**src/logic/rxq_params.svh**
```systemverilog
// Constants of the host receive queue with per-character error bits
// How it works
// RULE1 - Sixteen entries: byte plus three error bits
// RULE2 - Entry flags come from local shadow bits
// RULE3 - Shadow bits clear after copy into queue
// RULE4 - Local side writes status before character
// RULE5 - Byte and shadow flags share one slot
// RULE6 - Flags visible only once entry heads queue
// RULE7 - Head flags readable, raise enabled host interrupt
// RULE8 - Host flags set from head, read clears
// RULE9 - Flags accumulate over reads without status read
// RULE10 - Host interrupt at 1/4/8/14 byte threshold
// RULE11 - Local interrupt when queue drains empty; code sets the empty pending bit only while qc_en is set
// RULE12 - Pointers track fill; full writes, empty reads ignored
`ifndef RXQ_PARAMS_SVH
`define RXQ_PARAMS_SVH

// ----------------------------------------------------------------
// Queue geometry
// ----------------------------------------------------------------
`define RXQ_DEPTH       16
`define RXQ_AW          4
`define RXQ_CW          5
`define RXQ_ADDR_W      3

// ----------------------------------------------------------------
// Local processor register offsets
// ----------------------------------------------------------------
`define LCL_RXDATA      3'h0
`define LCL_IRQ_PEND    3'h2
`define LCL_IRQ_MASK    3'h3
`define LCL_COUNT       3'h4
`define LCL_SHADOW      3'h5

// ----------------------------------------------------------------
// Host register offsets
// ----------------------------------------------------------------
`define HST_RXDATA      3'h0
`define HST_IER         3'h1
`define HST_QCTRL       3'h2
`define HST_LSTAT       3'h5

// ----------------------------------------------------------------
// Field positions
// ----------------------------------------------------------------
`define LST_DR_BIT      0
`define LST_ERR_LO      2
`define LST_ERR_HI      4
`define IER_RDA_BIT     0
`define IER_RLS_BIT     2
`define QC_EN_BIT       0
`define QC_TRIG_LO      6
`define QC_TRIG_HI      7
`define PEND_EMPTY_BIT  5
`define PEND_DROP_BIT   6

// ----------------------------------------------------------------
// Thresholds and reset values
// ----------------------------------------------------------------
`define TRIG_1          5'h01
`define TRIG_4          5'h04
`define TRIG_8          5'h08
`define TRIG_14         5'h0e
`define RST_MASK        2'h0
`define RST_TRIG        2'h0

`endif

```
**src/logic/rxq_pkg.sv**
```systemverilog
// Types shared by the receive queue modules
package rxq_pkg;

    typedef logic [2:0] addr_t;
    typedef logic [7:0] byte_t;
    typedef logic [3:0] qptr_t;
    typedef logic [4:0] qcnt_t;

    typedef struct packed {
        logic brk;
        logic fe;
        logic pe;
    } err3_t;

    typedef struct packed {
        err3_t flags;
        byte_t chr;
    } rxq_entry_t;

endpackage
```
**src/logic/rxq_if.sv**
```systemverilog
// Link between queue control and queue storage
`timescale 1ns/10ps
interface rxq_if;
    rxq_pkg::rxq_entry_t push_entry;
    logic                push;
    logic                pop;
    rxq_pkg::rxq_entry_t head;
    rxq_pkg::qcnt_t      count;
    logic                full;
    logic                empty;

    modport ctl (output push, push_entry, pop,
                 input  head, count, full, empty);
    modport store (input  push, push_entry, pop,
                   output head, count, full, empty);
endinterface

```
**src/logic/host_uart_rx_fifo_errbits.sv**
```systemverilog
// Host receive queue with error bits, host and local register ports
`timescale 1ns/10ps
`include "rxq_params.svh"
module host_uart_rx_fifo_errbits (
    input  wire logic           core_clk,
    input  wire logic           rst_n,
    input  wire rxq_pkg::addr_t lcl_addr,
    input  wire rxq_pkg::byte_t lcl_wdata,
    input  wire logic           lcl_wr,
    input  wire logic           lcl_rd,
    output      rxq_pkg::byte_t lcl_rdata,
    input  wire rxq_pkg::addr_t hst_addr,
    input  wire rxq_pkg::byte_t hst_wdata,
    input  wire logic           hst_wr,
    input  wire logic           hst_rd,
    output      rxq_pkg::byte_t hst_rdata,
    output      logic           irq_host,
    output      logic           irq_lcl
);
    import rxq_pkg::*;

    // ------------------------------------------------------------
    // State
    // ------------------------------------------------------------
    typedef struct packed {
        err3_t       shadow;
        err3_t       err;
        logic        arrive;
        logic        qc_en;
        logic [1:0]  trig;
        logic        ier_rda;
        logic        ier_rls;
        logic [1:0]  pend;
        logic [1:0]  mask;
        byte_t       lcl_rdata;
        byte_t       hst_rdata;
        logic        irq_host;
        logic        irq_lcl;
    } ctl_state_t;

    ctl_state_t cur_ff;
    ctl_state_t nxt_st;

    logic       push_req;
    logic       push_ok;
    logic       pop_req;
    logic       pop_ok;
    logic       lstat_rd;
    logic       pend_rd;
    logic       shadow_wr;
    logic       becomes_empty;
    qcnt_t      thr;

    rxq_if q_if ();

    queue_store u_store (
        .core_clk (core_clk),
        .rst_n    (rst_n),
        .q        (q_if.store)
    );

    // ------------------------------------------------------------
    // Access decode
    // ------------------------------------------------------------
    assign push_req  = lcl_wr && (lcl_addr == `LCL_RXDATA);
    assign push_ok   = push_req && !q_if.full;              // see RULE12
    assign pop_req   = hst_rd && (hst_addr == `HST_RXDATA);
    assign pop_ok    = pop_req && !q_if.empty;              // see RULE12
    assign lstat_rd  = hst_rd && (hst_addr == `HST_LSTAT);
    assign pend_rd   = lcl_rd && (lcl_addr == `LCL_IRQ_PEND);
    assign shadow_wr = lcl_wr && (lcl_addr == `LCL_SHADOW); // see RULE4

    assign becomes_empty = pop_ok && !push_ok
                           && (q_if.count == qcnt_t'(1));

    // ------------------------------------------------------------
    // Queue port
    // ------------------------------------------------------------
    assign q_if.push             = push_ok;
    assign q_if.push_entry.chr   = lcl_wdata;               // see RULE5
    assign q_if.push_entry.flags = cur_ff.shadow;           // see RULE2
    assign q_if.pop              = pop_ok;

    // ------------------------------------------------------------
    // Receive threshold
    // ------------------------------------------------------------
    always_comb begin
        thr = `TRIG_1;
        if (cur_ff.qc_en) begin
            unique case (cur_ff.trig)
                2'h0: thr = `TRIG_1;
                2'h1: thr = `TRIG_4;
                2'h2: thr = `TRIG_8;
                2'h3: thr = `TRIG_14;
            endcase
        end
    end

    // ------------------------------------------------------------
    // Next state
    // ------------------------------------------------------------
    always_comb begin
        nxt_st           = cur_ff;
        nxt_st.lcl_rdata = '0;
        nxt_st.hst_rdata = '0;

        // Shadow error bits
        if (shadow_wr) begin
            nxt_st.shadow = lcl_wdata[`LST_ERR_HI:`LST_ERR_LO]; // see RULE2
        end else if (push_ok) begin
            nxt_st.shadow = '0;                                 // see RULE3
        end

        // A new entry reaches the head in the following cycle
        nxt_st.arrive = (push_ok && (q_if.empty
                         || (pop_ok && q_if.count == qcnt_t'(1))))
                        || (pop_ok && q_if.count > qcnt_t'(1));

        // Host error status: set wins over the read clear
        if (lstat_rd) begin
            nxt_st.err = '0;                                    // see RULE8
        end
        if (cur_ff.arrive && !q_if.empty) begin
            nxt_st.err = nxt_st.err | q_if.head.flags;  // see RULE6, RULE9
        end

        // Host register writes
        if (hst_wr) begin
            unique case (hst_addr)
                `HST_IER: begin
                    nxt_st.ier_rda = hst_wdata[`IER_RDA_BIT];
                    nxt_st.ier_rls = hst_wdata[`IER_RLS_BIT];
                end
                `HST_QCTRL: begin
                    nxt_st.qc_en = hst_wdata[`QC_EN_BIT];
                    nxt_st.trig  = hst_wdata[`QC_TRIG_HI:`QC_TRIG_LO];
                end
                default: begin
                end
            endcase
        end

        // Host register reads
        if (hst_rd) begin
            unique case (hst_addr)
                `HST_RXDATA: begin
                    if (pop_ok) begin
                        nxt_st.hst_rdata = q_if.head.chr;
                    end
                end
                `HST_IER: begin
                    nxt_st.hst_rdata[`IER_RDA_BIT] = cur_ff.ier_rda;
                    nxt_st.hst_rdata[`IER_RLS_BIT] = cur_ff.ier_rls;
                end
                `HST_LSTAT: begin
                    nxt_st.hst_rdata[`LST_DR_BIT] = !q_if.empty;
                    nxt_st.hst_rdata[`LST_ERR_HI:`LST_ERR_LO] =
                        cur_ff.err;                             // see RULE7
                end
                default: begin
                end
            endcase
        end

        // Local interrupt pending bits: set wins over every clear
        if (pend_rd) begin
            nxt_st.pend[0] = 1'b0;                              // see RULE11
        end
        if (lcl_wr && (lcl_addr == `LCL_IRQ_PEND)) begin
            nxt_st.pend[0] = nxt_st.pend[0]
                             & ~lcl_wdata[`PEND_EMPTY_BIT];
            nxt_st.pend[1] = nxt_st.pend[1]
                             & ~lcl_wdata[`PEND_DROP_BIT];
        end
        if (push_ok) begin
            nxt_st.pend[0] = 1'b0;                              // see RULE11
        end
        if (becomes_empty && cur_ff.qc_en) begin
            nxt_st.pend[0] = 1'b1;                              // see RULE11
        end
        if (push_req && q_if.full) begin
            nxt_st.pend[1] = 1'b1;                              // see RULE12
        end

        // Local register writes and reads
        if (lcl_wr && (lcl_addr == `LCL_IRQ_MASK)) begin
            nxt_st.mask[0] = lcl_wdata[`PEND_EMPTY_BIT];
            nxt_st.mask[1] = lcl_wdata[`PEND_DROP_BIT];
        end
        if (lcl_rd) begin
            unique case (lcl_addr)
                `LCL_IRQ_PEND: begin
                    nxt_st.lcl_rdata[`PEND_EMPTY_BIT] = cur_ff.pend[0];
                    nxt_st.lcl_rdata[`PEND_DROP_BIT]  = cur_ff.pend[1];
                end
                `LCL_IRQ_MASK: begin
                    nxt_st.lcl_rdata[`PEND_EMPTY_BIT] = cur_ff.mask[0];
                    nxt_st.lcl_rdata[`PEND_DROP_BIT]  = cur_ff.mask[1];
                end
                `LCL_COUNT: begin
                    nxt_st.lcl_rdata = {3'h0, q_if.count};
                end
                default: begin
                end
            endcase
        end

        // Interrupt outputs
        nxt_st.irq_host = (cur_ff.ier_rda && q_if.count >= thr) // see RULE10
                          || (cur_ff.ier_rls && (|nxt_st.err)); // see RULE7
        nxt_st.irq_lcl  = |(nxt_st.pend & nxt_st.mask);
    end

    // ------------------------------------------------------------
    // Registers
    // ------------------------------------------------------------
    always_ff @(posedge core_clk or negedge rst_n) begin
        if (!rst_n) begin
            cur_ff      <= '0;
            cur_ff.mask <= `RST_MASK;
            cur_ff.trig <= `RST_TRIG;
        end else begin
            cur_ff <= nxt_st;
        end
    end

    assign lcl_rdata = cur_ff.lcl_rdata;
    assign hst_rdata = cur_ff.hst_rdata;
    assign irq_host  = cur_ff.irq_host;
    assign irq_lcl   = cur_ff.irq_lcl;
endmodule

```
**src/logic/queue_store.sv**
```systemverilog
// Sixteen-entry storage with read and write pointers
`timescale 1ns/10ps
`include "rxq_params.svh"
module queue_store (
    input  wire logic core_clk,
    input  wire logic rst_n,
    rxq_if.store      q
);
    import rxq_pkg::*;

    typedef struct packed {
        rxq_entry_t [`RXQ_DEPTH-1:0] mem;
        qptr_t                       wr_ptr;
        qptr_t                       rd_ptr;
        qcnt_t                       count;
    } store_state_t;

    store_state_t              cur_ff;
    store_state_t              nxt_st;
    logic                      do_push;
    logic                      do_pop;
    logic [`RXQ_DEPTH-1:0]     we;

    assign do_push = q.push && !q.full;   // see RULE12
    assign do_pop  = q.pop && !q.empty;   // see RULE12

    // ------------------------------------------------------------
    // Per-entry write decode
    // ------------------------------------------------------------
    genvar gi;
    generate
        for (gi = 0; gi < `RXQ_DEPTH; gi++) begin : g_we
            assign we[gi] = do_push && (cur_ff.wr_ptr == qptr_t'(gi));
        end
    endgenerate

    always_comb begin
        nxt_st = cur_ff;
        for (int i = 0; i < `RXQ_DEPTH; i++) begin
            if (we[i]) begin
                nxt_st.mem[i] = q.push_entry;   // see RULE5
            end
        end
        if (do_push) begin
            nxt_st.wr_ptr = cur_ff.wr_ptr + qptr_t'(1);
        end
        if (do_pop) begin
            nxt_st.rd_ptr = cur_ff.rd_ptr + qptr_t'(1);
        end
        if (do_push && !do_pop) begin
            nxt_st.count = cur_ff.count + qcnt_t'(1);
        end else if (do_pop && !do_push) begin
            nxt_st.count = cur_ff.count - qcnt_t'(1);
        end
    end

    always_ff @(posedge core_clk or negedge rst_n) begin
        if (!rst_n) begin
            cur_ff <= '0;
        end else begin
            cur_ff <= nxt_st;
        end
    end

    assign q.head  = cur_ff.mem[cur_ff.rd_ptr];   // see RULE6
    assign q.count = cur_ff.count;
    assign q.full  = (cur_ff.count == qcnt_t'(`RXQ_DEPTH));   // see RULE1
    assign q.empty = (cur_ff.count == qcnt_t'(0));
endmodule

```
**config.mk**
```make
export PLATFORM = sky130hd
export DESIGN_NAME = host_uart_rx_fifo_errbits
export DESIGN_NICKNAME = d
export VERILOG_FILES = /design/src/logic/rxq_pkg.sv /design/src/logic/rxq_if.sv /design/src/logic/host_uart_rx_fifo_errbits.sv /design/src/logic/queue_store.sv
export VERILOG_INCLUDE_DIRS = /design/src /design/src/logic
export SDC_FILE = /design/constraint.sdc
export NUM_CORES = 1
export LEC_CHECK = 0
export BUFFER_PORTS_ARGS = -buffer_cell sky130_fd_sc_hd__buf_4
export CORE_MARGIN = 2
export CORE_UTILIZATION = 56
export DETAILED_ROUTE_END_ITERATION = 12
export MAX_ROUTING_LAYER = met4
export PLACE_DENSITY = 0.76
export SLEW_MARGIN = 20
export SYNTH_ARGS = -nofsm -noshare
export SYNTH_HDL_FRONTEND = slang
export SYNTH_SLANG_ARGS = --single-unit
```
**constraint.sdc**
```tcl
create_clock -name core_clk -period 2.7 [get_ports core_clk]
set_input_delay 0.405 -clock core_clk [delete_from_list [all_inputs] [get_ports core_clk]]
set_output_delay 0.405 -clock core_clk [all_outputs]
set_load 0.03 [all_outputs]
```
After elaboration in Yosys (flattened, before gate mapping)
Index checks and enable logic that the tools add are counted.
{"block": "word_totals", "output_inout_bits": 18, "inputBits": 28, "word_cells": 208, "register_bits": 223}
{"block": "op_classes", "n_bitwise": 6, "eq_ne": 27, "mux": 26, "order_cmp": 3, "n_reduce_logical": 58, "add_sub_neg": 4}
{"cell": "binary-select mux 11 bit (select 4 bit)", "count": 1}
{"cell": "logical AND 1 bit", "count": 39}
{"cell": "== test 4 bit, second input constant", "count": 8}
{"cell": "two-way mux 5 bit", "count": 4}
{"cell": "one-hot mux 5 bit (4 select lines)", "count": 1}
{"cell": "== test 4 x 3 -> 1 bit, second input constant", "count": 4}
{"cell": "two-way mux 8 bit", "count": 2}
{"cell": "two-way mux 3 bit", "count": 5}
{"cell": "two-way mux 11 bit", "count": 1}
{"cell": "== test 3 x 2 -> 1 bit, second input constant", "count": 3}
{"cell": "== test 3 bit, second input constant", "count": 3}
{"cell": "adder 4 x 1 -> 4 bit, second input constant", "count": 2}
{"cell": "== test 4 x 2 -> 1 bit, second input constant", "count": 2}
{"cell": "one-hot mux 2 bit (2 select lines)", "count": 2}
{"cell": "two-way mux 7 bit", "count": 1}
{"cell": "zero test 3 bit", "count": 2}
{"cell": "one-hot mux 1 bit (3 select lines)", "count": 2}
{"cell": "adder 5 x 1 -> 5 bit, second input constant", "count": 1}
{"cell": "== test 5 x 1 -> 1 bit, second input constant", "count": 1}
{"cell": "== test 5 bit, second input constant", "count": 1}
{"cell": "greater-or-equal comparator 5 bit", "count": 1}
{"cell": "> comparator 5 x 1 -> 1 bit, second input constant", "count": 1}
{"cell": "zero test 1 bit", "count": 5}
{"cell": "zero test 5 bit", "count": 1}
{"cell": "19 further kinds", "count": 31}

Logic depth before layout (Yosys ltp)
Gate-level depths: netlist (run 1).
{"block": "depth", "word_depth": 10, "depth_mapped": 12, "mapped_depth_nobuf": 10}

Cells and area by module
Synthesis (run 1) repeated with hierarchy kept, for this count alone.
{"block": "hier_totals", "hier_cells": 779, "hier_area_um2": 10855.4}
{"module": "queue_store", "seq_area_each_um2": 4729.5, "n_inst": 1, "area_per_inst_um2": 9218.8, "cells_each": 631}
{"module": "host_uart_rx_fifo_errbits", "seq_area_each_um2": 825.8, "n_inst": 1, "area_per_inst_um2": 1636.6, "cells_each": 148}

Worst setup path after synthesis (run 1)
OpenSTA, ideal clock, no wires.
{"block": "synth_path", "kind": "reg2reg", "startpoint": "register u_store.cur_ff (netlist bit u_store.q.count[0])", "endpoint": "register u_store.cur_ff (netlist bit u_store.q.count[4])", "t_arrival_ps": 2587, "setup_slack_ps": 34, "required_time_ps": 2621, "synth_period_minus_slack_ps": 2666, "path_stages_with_launch": 12, "setup_time_ps": 79, "n_path_buf": 2, "cell_sequence": "dfrtp_1 > inv_1 > ha_1 > and4bb_1 > or3_1 > buf_6 > inv_6 > clkbuf_1 > ha_1 > or4b_2 > a21oi_1 > xor2_1"}
{"block": "synth_via", "elab_chain_cells": 7, "elab_cells_between_ends": 17, "cone_classes": "2 x add/sub; 1 x eq/ne; 2 x mux; 12 x reduce/logical"}
{"element": "start: declaration", "line": "queue_store.sv:18", "source": "store_state_t cur_ff;"}
{"element": "start signal: assignment", "line": "queue_store.sv:61", "source": "cur_ff <= nxt_st;"}
{"element": "== test 5 bit *", "line": "queue_store.sv:67", "source": "assign q.full = (cur_ff.count == qcnt_t'(`RXQ_DEPTH));"}
{"element": "zero test 1 bit *", "line": "host_uart_rx_fifo_errbits.sv:66, queue_store.sv:24"}
{"element": "logical AND 1 bit", "line": "host_uart_rx_fifo_errbits.sv:66", "source": "assign push_ok = push_req && !q_if.full;"}
{"element": "logical AND 1 bit *", "line": "queue_store.sv:24", "source": "assign do_push = q.push && !q.full;"}
{"element": "net u_store.do_push", "line": "queue_store.sv:20", "source": "logic do_push;"}
{"element": "zero test 1 bit", "line": "queue_store.sv:52", "source": "end else if (do_pop && !do_push) begin"}
{"element": "logical AND 1 bit", "line": "queue_store.sv:52"}
{"element": "nonzero test 2 bit (no source line)"}
Mark *: on every way through the listed nets, which the timed path passes. The rest lies on a longest branch. The select of a mux whose other input is x is not followed.
A chain may end at the register's enable or synchronous reset.

Worst setup path in the final report (run 1)
{"block": "layout_path", "startpoint": "register u_store.cur_ff (netlist bit u_store.q.count[0])", "endpoint": "register u_store.cur_ff[61] (netlist name)"}
{"block": "layout_via", "elab_chain_cells": 5}
{"element": "== test 5 bit *", "line": "queue_store.sv:67"}
{"element": "zero test 1 bit *", "line": "host_uart_rx_fifo_errbits.sv:66, queue_store.sv:24"}
{"element": "logical AND 1 bit", "line": "host_uart_rx_fifo_errbits.sv:66"}
{"element": "logical AND 1 bit *", "line": "queue_store.sv:24"}
{"element": "logical AND 1 bit *", "line": "queue_store.sv:33", "source": "assign we[gi] = do_push && (cur_ff.wr_ptr == qptr_t'(gi));"}
Every way passes the cells marked *; elsewhere a longest branch is shown, timed or not.

==> results of run 1 <==
==> path summary, 6_finish.rpt <==
| kind | to | slack (ns) |
|---|---|---|
| setup reg to reg | u_store.cur_ff[61]$_DFFE_PN0P_ | 0.12 |
| setup / recovery | u_store.cur_ff[61]$_DFFE_PN0P_ | 0.12 |
| min in group asynchronous | cur_ff[24]$_DFFE_PN0P_ | 0.47 |
| hold / removal | cur_ff[25]$_DFFE_PN0P_ | 0.13 |
| hold reg to reg | u_store.cur_ff[184]$_DFFE_PN0P_ | 0.49 |
| max in group asynchronous | u_store.cur_ff[9]$_DFFE_PN0P_ | 1.33 |
==> synthesized netlist by cell type (all sizes together) (2+ instances only) <==
cell    count
o22ai       3
o31ai       2
nand4       5
or4b        2
nor2       14
a22oi       4
nand2      42
nor2b       4
xnor2       7
nand3       5
mux2i       7
nor4bb      2
or3         3
ha         15
o21ai      15
buf        42
nor3        3
mux4       50
mux2      183
a32oi       2
clkbuf     22
a21oi       5
nand2b      5
and2        9
xor2        4
nor3b       2
dfrtp     222
inv         8
==> final cells by class <==
class / instances / area (µm²)
clock inverter: 5 / 50.0
timing repair buffer: 80 / 648
tap: 229 / 287
fill: 1300 / 6430
inverter: 8 / 35.0
multi-input combinational: 407 / 4450
sequential: 222 / 5560
clock buffer: 37 / 691
==> power groups by stage <==
stage,Sequential (µW),Clock (µW),Combinational (µW)
final,4660,3080,2770
after global routing,4750,3280,3000
after CTS,4650,3140,2800
after detailed placement,4700,0,2780
after global placement,4620,0,2680
after floorplan,4450,0,2160
==> repair_timing <==
item | CTS | global route
endpoints found under the hold margin | 76 | 0
hold buffers | 1 | 0
setup buffers | 0 | 0
setup endpoints to repair | 0 | 4
==> flip-flops by register name, indices dropped and copies added (netlist names) <==
register	count
u_store.cur_ff	184
cur_ff	16
hst_rdata	8
lcl_rdata	7
u_store.q.count	5
irq_host	1
irq_lcl	1
==> cell usage in the layout, fill, tap and decap left out, types with 2 or more instances in the layout <==
master and count:
nand2_1 33, inv_1 7, nand4_1 5, ha_1 15
o21ai_0 14, clkinv_2 4, nor2_1 13, a22oi_1 4
and2_1 9, nand3_1 5, clkbuf_8 2, mux4_2 50
nor4bb_1 2, or3_1 3, clkbuf_1 10, xor2_1 4
a32oi_1 2, or4b_2 2, xnor2_1 7, mux2_2 158
nand2b_1 5, nand2_2 9, mux2_4 25, mux2i_1 7
o22ai_1 3, clkbuf_16 25, a21oi_1 5, dfrtp_1 221
o31ai_1 2, nor3_1 2, nor2b_1 4, buf_12 3
buf_4 75
==> per-layer routing <==
metal | wire (µm) | track usage | share of wire | vias up
met4 | 561 | 0.0611 | 0.025 | 0
met2 | 11400 | 0.404 | 0.51 | 149
met1 | 9230 | 0.315 | 0.42 | 3193
met3 | 979 | 0.0316 | 0.044 | 44
met5 | 0 | - | 0 | -
li1 | - | - | - | 2624
==> logic make-up after synthesis <==
logic type / count (synthesis) / share of synthesized area
mux: 240 / 0.320
compound gates: 39 / 0.0237
xor+xnor: 11 / 0.00921
other cells: 1 / 0.000359
simple gates: 101 / 0.0539
fa+ha+maj: 15 / 0.0179
buf+inv: 72 / 0.0434
flops: 222 / 0.531
==> per-stage QoR <==
step	util	instance area [µm²]
after global placement	0.604	11000
final	0.646	11700
after CTS	0.646	11700
after detailed placement	0.604	11000
after floorplan	-	10500
after global routing	0.646	11700
==> metrics.txt, run 1 <==
Clock power frac=0.293; Worst R2R Path Depth=9; outcome=completed; DRC Markers=0; top cell type's share of synthesized area=0.531; number of synthesized register bits=222; Final nets=roughly 800; Power Total=~11000 µW; Synth area leaders=dfrtp_1 (53%), mux2_2 (17%), mux4_2 (11%); Max VDD drop=about 590 µV; Global Route Usage Sum=0.240; DR vias=between 6000 and 7000; Psw=between 3000 and 4000 µW; I/O Buffers=40; CP Capture Type=register; CP top delay family=simple AND/OR/NAND/NOR gates; Worst EP required=between 3 and 4 ns; initial antenna violation count=0; slowest stage delay, CP=between 0.4 and 0.5 ns; Worst path depth=9; Layout area overhead=12.0%; fmax=around 0.39 GHz; max-cap violation count=0; Worst Setup SP=u_store.q.count[0]$_DFFE_PN0P_; initial core utilization=0.576; Post-Place Cells=945; first-pass GRT wire length=roughly 36000 µm; unrepaired setup endpoints after global routing=yes; total gr overflow=0; total CTS buffers=24; WP buf/inv=2; Skew-Pair Late Insertion Delay=approximately 0.5 ns; drt pass-1 iters=5; CP arrival=about 3.0 ns; Slowest-stage cell, CP=or3_1; CP Class=reg2reg; reg2reg start=u_store.q.count[0]$_DFFE_PN0P_; # diodes=0; Clock Skews=about 0.016 ns; ys async rst share=1.00; WHS=roughly 0.13 ns; Tightest Pin Transition=between 0.8 and 0.9 ns; final setup vio count=0; CTS tree=done; crit-path cells=inv_1 > ha_1 > and4bb_1 > or3_1 > inv_6 > nand2_2 > nor2_4 > nand2_2 > mux2_4; Sw Share=0.286; core area=18100 µm²; # rows=slightly below 50; CTS Buffer Depth=3; setup ws final=about 0.12 ns; clk sink count=around 220; P_int=~7500 µW; H-tree lvl count=1; Setup TNS=0 ns; Final Max Slew Viols=0; Crit Path Max Fanout=11; sequential area share after synthesis=0.531; share of cells above drive strength 1=0.476; hold path depth=2; Gate power share=0.264; CTS Root Cell=clkbuf_16; fin cells=between 900 and 1000; Hold Crit Class=in2reg; Post-Route WL=between 20000 and 25000 µm; Post-synth EDFFs=0; DP Worst Slack=0.128 ns; Top Ports=46; Fin. Hold Viols=0; crit path launch type=register; DIE AREA=between 15000 and 20000 µm²; Synthesized Nets=approximately 740; Syn Inst Count=approximately 700; Seq pwr share=0.443; largest net degree at the start of global routing=just over 80; Final ANT Viol Nets=0; CP most frequent cell=nand2_2; crit path time final=2.58 ns; syn avg cell area=around 15 µm²; Clock transition at path regs=0.06 ns; top cell type by total area after synthesis=dfrtp_1; Yosys warnings=0; ys flop type=dfrtp_1; final period utilization=0.955; Iteration-0 DRC Markers=roughly 350; DR WL/cell=around 22 µm; worst rel slew slack=0.404; vias in the first global route=about 6400; Pleak=roughly 0.0057 µW; pwr dens=around 900 nW/µm²; Yosys cell types=51; DP Wirelength=between 10000 and 15000 µm; Die Ht=approximately 140 µm; die width=141 µm; global placer's final weighted congestion=between 0.8 and 0.9; Resized cells post-CTS=0; synthesized area=10500 µm²; hold path start=hst_wdata[7]; Via density=6.08
Power figures use the tool's default switching activity.
==> inputs of run 2 (changes only) <==
clock period = 2.22 ns   (was 2.7 ns; I/O delays follow)
==> run 2 against run 1 <==
The run now ends with setup timing left. Total power grew 30%. Non-clock buffer count rose by 41. Count of clock-buffer cells in the layout rose by 3. Clock power is 31% higher. Sequential power grew 20%. Die area stayed put. Clock skew is essentially flat. Critical endpoint is now u_store.cur_ff[127]$_DFFE_PN0P_. Largest cell class unchanged. Highest routed layer unchanged.
==> metrics.txt, run 2 (synthesis gave the netlist of run 1 again) <==
outcome=finished, violations left; violated checks=setup timing; Layout area overhead=19.7%; Final ANT Viol Nets=0; Pleak=0.00608 µW; clk sink count=222; Psw=just over 4000 µW; crit-path cells=inv_2 > ha_4 > and4bb_1 > or3_4 > buf_6 > nor3b_4 > buf_6 > nand2_4 > buf_8 > mux2_4; CP top delay family=simple AND/OR/NAND/NOR gates; Gate power share=0.299; Die Ht=about 140 µm; CP arrival=roughly 2.7 ns; Clock power frac=0.294; commonest cells after routing, fill and taps aside=dfrtp_1 (219), mux2_2 (157), buf_4 (79), mux4_2 (50), nand2_1 (29); CTS Root Cell=clkbuf_16; share of cells above drive strength 1=0.530; H-tree lvl count=1; pwr dens=roughly 1100 nW/µm²; Power Total=13700 µW; number of flip-flops in the largest register=between 150 and 200; Sw Share=0.295; Iteration-0 DRC Markers=about 420; Worst R2R Path Depth=10; hold path start=hst_wdata[6]; storage element area=about 5600 µm²; P_int=roughly 9700 µW; largest net degree at the start of global routing=60; unrepaired setup endpoints after global routing=yes; Final nets=just over 800; CTS tree=done; core area=approximately 18000 µm²; placed instance area=between 10000 and 15000 µm²; Clock Skews=0.0161 ns; worst rel slew slack=0.551; Clock transition at path regs=~0.060 ns; CP most frequent cell=buf_6; final period utilization=1.05; Fin. Hold Viols=0; first-pass GRT wire length=between 30000 and 40000 µm; crit path launch type=register; reg2reg start=u_store.q.count[0]$_DFFE_PN0P_; crit path time final=2.33 ns; vias in the first global route=roughly 6600; DIE AREA=around 20000 µm²; Max VDD drop=a little over 700 µV; max-cap violation count=0; Crit Path Max Fanout=6; fin area=roughly 13000 µm²; I/O Buffers=40; worst hold path endpoint=cur_ff[24]$_DFFE_PN0P_; Global Route Usage Sum=0.253; Post-Place Cells=roughly 970; fin cells=about 1000; area of the multi-input gates=about 4600 µm²; Via density=around 6.0; WP buf/inv=4; global placer's final weighted congestion=0.855; total CTS buffers=25; most common cell after layout, fill and taps aside=dfrtp_1; CP Class=reg2reg; drt pass-1 iters=4; CP Capture Type=register; Post-Route WL=~24000 µm; CTS Buffer Depth=3; final setup vio count=121; initial core utilization=0.576; Slowest-stage cell, CP=or3_4; # diodes=0; final core occ=0.690; Biggest register=u_store.cur_ff; DR WL/cell=between 20 and 25 µm; WHS=roughly 0.046 ns; Filler Cell Count=between 1000 and 1500; hold path depth=2; internal reg-to-reg setup slack=-0.11 ns; Skew-Pair Late Insertion Delay=0.53 ns; Seq pwr share=0.407; Hold Crit Class=in2reg; fmax=between 0.4 and 0.5 GHz; initial antenna violation count=0; setup ws final=-0.108 ns; # rows=49; Final Max Slew Viols=0; slowest stage delay, CP=roughly 0.44 ns; total gr overflow=0; Top Ports=46; Worst R2R End=u_store.cur_ff[127]$_DFFE_PN0P_; die width=141 µm; DRC Markers=0; DR vias=6229; Worst EP required=roughly 2.6 ns; DP Wirelength=approximately 15000 µm; Tightest Pin Transition=approximately 0.67 ns
## run 2: timing repair
item,4_1_cts,5_1_grt
resized for setup,19,21
hold buffers,1,0
setup endpoints to repair,176,179
pin swaps,8,8
cloned,1,1
setup buffers,5,5
hold endpoints to repair,45,0
## run 2: layout make-up
class / instances / share of cell area
clock buffers: 40 / 0.0609
clock inverters: 6 / 0.00410
inverters: 8 / 0.00280
multi-input cells: 407 / 0.365
flip-flops and latches: 222 / 0.444
well taps: 229 / 0.0229
repair buffers: 121 / 0.101
## run 2: routing by layer
layer / vias up / routed length, µm / track usage
met4: 0 / 552 / 0.0758
met5: - / 0 / -
li1: 2713 / - / -
met3: 43 / 1170 / 0.0391
met1: 3304 / 10100 / 0.336
met2: 169 / 12000 / 0.409
## run 2: power groups by stage
| stage | combinational (µW) | sequential, µW | clock [µW] |
|---|---|---|---|
| 2_1_floorplan | 2670 | 5420 | 0 |
| 3_3_place_gp | 3790 | 5510 | 0 |
| 3_5_place_dp | 3930 | 5600 | 0 |
| 4_1_cts | 4010 | 5550 | 4060 |
| 5_1_grt | 4400 | 5670 | 4250 |
| 6_report | 4100 | 5570 | 4020 |
## run 2: metrics by stage
| step | setup slack, ns | TNS, ns |
|---|---|---|
| after detailed placement | -0.262 | -20.64 |
| after CTS | -0.0959 | -6.13 |
| after global placement | -0.202 | -13.91 |
| after floorplan | -0.0653 | -1.87 |
| after global routing | -0.196 | -17.95 |
| final | -0.108 | -6.42 |
## run 2: how the worst max path moves through the flow
stage                                               from                         endpoint  slack [ns]  depth (start not counted)
final                     u_store.q.count[0]$_DFFE_PN0P_  u_store.cur_ff[127]$_DFFE_PN0P_       -0.11                         10
after floorplan           u_store.q.count[1]$_DFFE_PN0P_   u_store.q.count[4]$_DFFE_PN0P_       -0.07                         11
after detailed placement  u_store.q.count[1]$_DFFE_PN0P_  u_store.cur_ff[140]$_DFFE_PN0P_       -0.26                          9
after global placement    u_store.q.count[1]$_DFFE_PN0P_  u_store.cur_ff[124]$_DFFE_PN0P_       -0.20                          9
after CTS                 u_store.q.count[0]$_DFFE_PN0P_  u_store.cur_ff[132]$_DFFE_PN0P_        -0.1                         10
after global routing      u_store.q.count[1]$_DFFE_PN0P_  u_store.cur_ff[127]$_DFFE_PN0P_       -0.20                         10
## run 2: worst reg2reg max path: stages (launching register included)
cell      delay (ns)
dfrtp_2         0.37
inv_2           0.05
ha_4            0.15
and4bb_1        0.23
or3_4           0.44
buf_6           0.14
nor3b_4         0.16
buf_6           0.16
nand2_4         0.07
buf_8           0.15
mux2_4          0.31
==> inputs of run 3 (changes only) <==
BUFFER_PORTS_ARGS = -buffer_cell sky130_fd_sc_hd__buf_2   (was -buffer_cell sky130_fd_sc_hd__buf_4)
==> run 3 against run 2 <==
The flow still finishes with violations (setup timing). Clock skew up 0.0085 ns. Non-clock buffer count rose by 2. Wire length up 0.49%. Worst setup slack better by 0.011 ns. Critical path depth is 1 lower. Critical path type unchanged. Cell area fell by 0.30%. First-iteration DRC count increased by 11%.
==> metrics.txt, run 3 (synthesis gave the netlist of run 1 again) <==
crit-path cells=inv_2 > ha_4 > and4bb_2 > or3_4 > buf_4 > nor3_4 > nand2_2 > buf_12 > mux2_2; largest net degree at the start of global routing=60; Post-Route WL=23900 µm; die width=141 µm; share of cells above drive strength 1=0.544; initial antenna violation count=0; # diodes=0; DP Worst Slack=-0.201 ns; drt pass-1 iters=4; Pleak=~0.0061 µW; Worst Setup SP=u_store.q.count[0]$_DFFE_PN0P_; Final Max Slew Viols=0; slowest stage delay, CP=approximately 0.40 ns; Iteration-0 DRC Markers=465; CP arrival=2.72 ns; crit path launch type=register; DRC Markers=0; Power Total=approximately 14000 µW; Crit Path Max Fanout=11; Tightest Pin Transition=slightly below 0.9 ns; unrepaired setup endpoints after global routing=yes; vias in the first global route=6735; storage element area=5560 µm²; placed instance area=approximately 11000 µm²; total gr overflow=0; total CTS buffers=24; Final ANT Viol Nets=0; CTS Buffer Depth=3; Final nets=just over 800; Slowest-stage cell, CP=or3_4; # rows=49; worst rel slew slack=0.413; Clock Skews=0.0246 ns; Clock transition at path regs=0.06 ns; first-pass GRT wire length=between 30000 and 40000 µm; Via density=roughly 6; Filler Cell Count=between 1000 and 1500; Top Ports=between 40 and 50; clk sink count=222; initial core utilization=0.576; area of the multi-input gates=around 4600 µm²; core area=roughly 18000 µm²; global placer's final weighted congestion=around 0.84; final period utilization=1.04; CP Class=reg2reg; H-tree lvl count=1; pwr dens=1140 nW/µm²; I/O Buffers=40; CP Capture Type=register; crit path time final=about 2.3 ns; Max VDD drop=roughly 620 µV; Biggest register=u_store.cur_ff; internal reg-to-reg setup slack=-0.1 ns; reg2reg start=u_store.q.count[0]$_DFFE_PN0P_; CTS tree=done; fmax=roughly 0.43 GHz; Skew-Pair Late Insertion Delay=0.53 ns; DR WL/cell=around 23 µm; outcome=finished, violations left; DP Wirelength=15100 µm; Fin. Hold Viols=0; commonest cells after routing, fill and taps aside=dfrtp_1 (219), mux2_2 (157), mux4_2 (50), buf_4 (50), buf_2 (39); Die Ht=141 µm; violated checks=setup timing; most common cell after layout, fill and taps aside=dfrtp_1; setup ws final=-0.0974 ns; final setup vio count=150; number of flip-flops in the largest register=approximately 180; max-cap violation count=0; WP buf/inv=3; final core occ=0.688; CTS Root Cell=clkbuf_16; Layout area overhead=19.3%; DIE AREA=between 15000 and 20000 µm²; DR vias=roughly 6300; CP top delay family=simple AND/OR/NAND/NOR gates; hold path start=hst_wdata[6]; Global Route Usage Sum=0.252; fin area=about 12000 µm²; Hold Crit Class=in2reg; Worst EP required=about 2.6 ns
## run 3: final timing paths
kind | endpoint | depth (start not counted)
worst min-delay path | cur_ff[24]$_DFFE_PN0P_ | 2
max in group asynchronous | u_store.cur_ff[155]$_DFFE_PN0P_ | 3
min in group asynchronous | lcl_rdata[1]$_DFF_PN0_ | 2
worst max-delay path | u_store.cur_ff[23]$_DFFE_PN0P_ | 9
worst min register to register | u_store.cur_ff[162]$_DFFE_PN0P_ | 2
worst max register to register | u_store.cur_ff[23]$_DFFE_PN0P_ | 9
## run 3: repair_timing
| action | 4_1_cts | 5_1_grt |
|---|---|---|
| endpoints found under the setup margin | 177 | 178 |
| hold buffers | 1 | 0 |
| setup buffers | 7 | 17 |
| pin swaps | 6 | 12 |
| gates resized for setup | 6 | 26 |
| hold endpoints to repair | 56 | 0 |
| gates cloned | 0 | 1 |
## run 3: where the power goes
| group | internal [µW] | total [µW] | leakage (µW) | switching [µW] |
|---|---|---|---|---|
| registers | 4960 | 5580 | 0.00300 | 625 |
| clock network | 2720 | 4380 | 0.000435 | 1670 |
| logic | 2470 | 4280 | 0.00265 | 1810 |
| total | 10100 | 14200 | 0.00609 | 4100 |
## run 3: area by class of cell
class	count	area share
Clock buffer	34	0.0575
Clock inverter	10	0.0131
Inverter	8	0.00281
Multi-Input combinational cell	407	0.366
Sequential cell	222	0.445
Tap cell	229	0.0230
Timing Repair Buffer	123	0.0923
## run 3: routing by layer
layer | wire length (µm) | GRT usage | vias to the layer above
met3 | 1080 | 0.0357 | 52
met1 | 10100 | 0.328 | 3329
met2 | 12100 | 0.416 | 163
met5 | 0 | - | -
li1 | - | - | 2719
met4 | 724 | 0.0779 | 0
## run 3: per-stage QoR
step           hold slack (ns)  setup TNS [ns]  cells
3_3_place_gp             0.284          -13.80    965
4_1_cts                 0.0445          -0.375   1016
3_5_place_dp             0.287          -24.00    965
5_1_grt                 0.0493          -17.11   1033
6_report                0.0571           -6.54   1033
2_1_floorplan           0.0374           -1.87    701
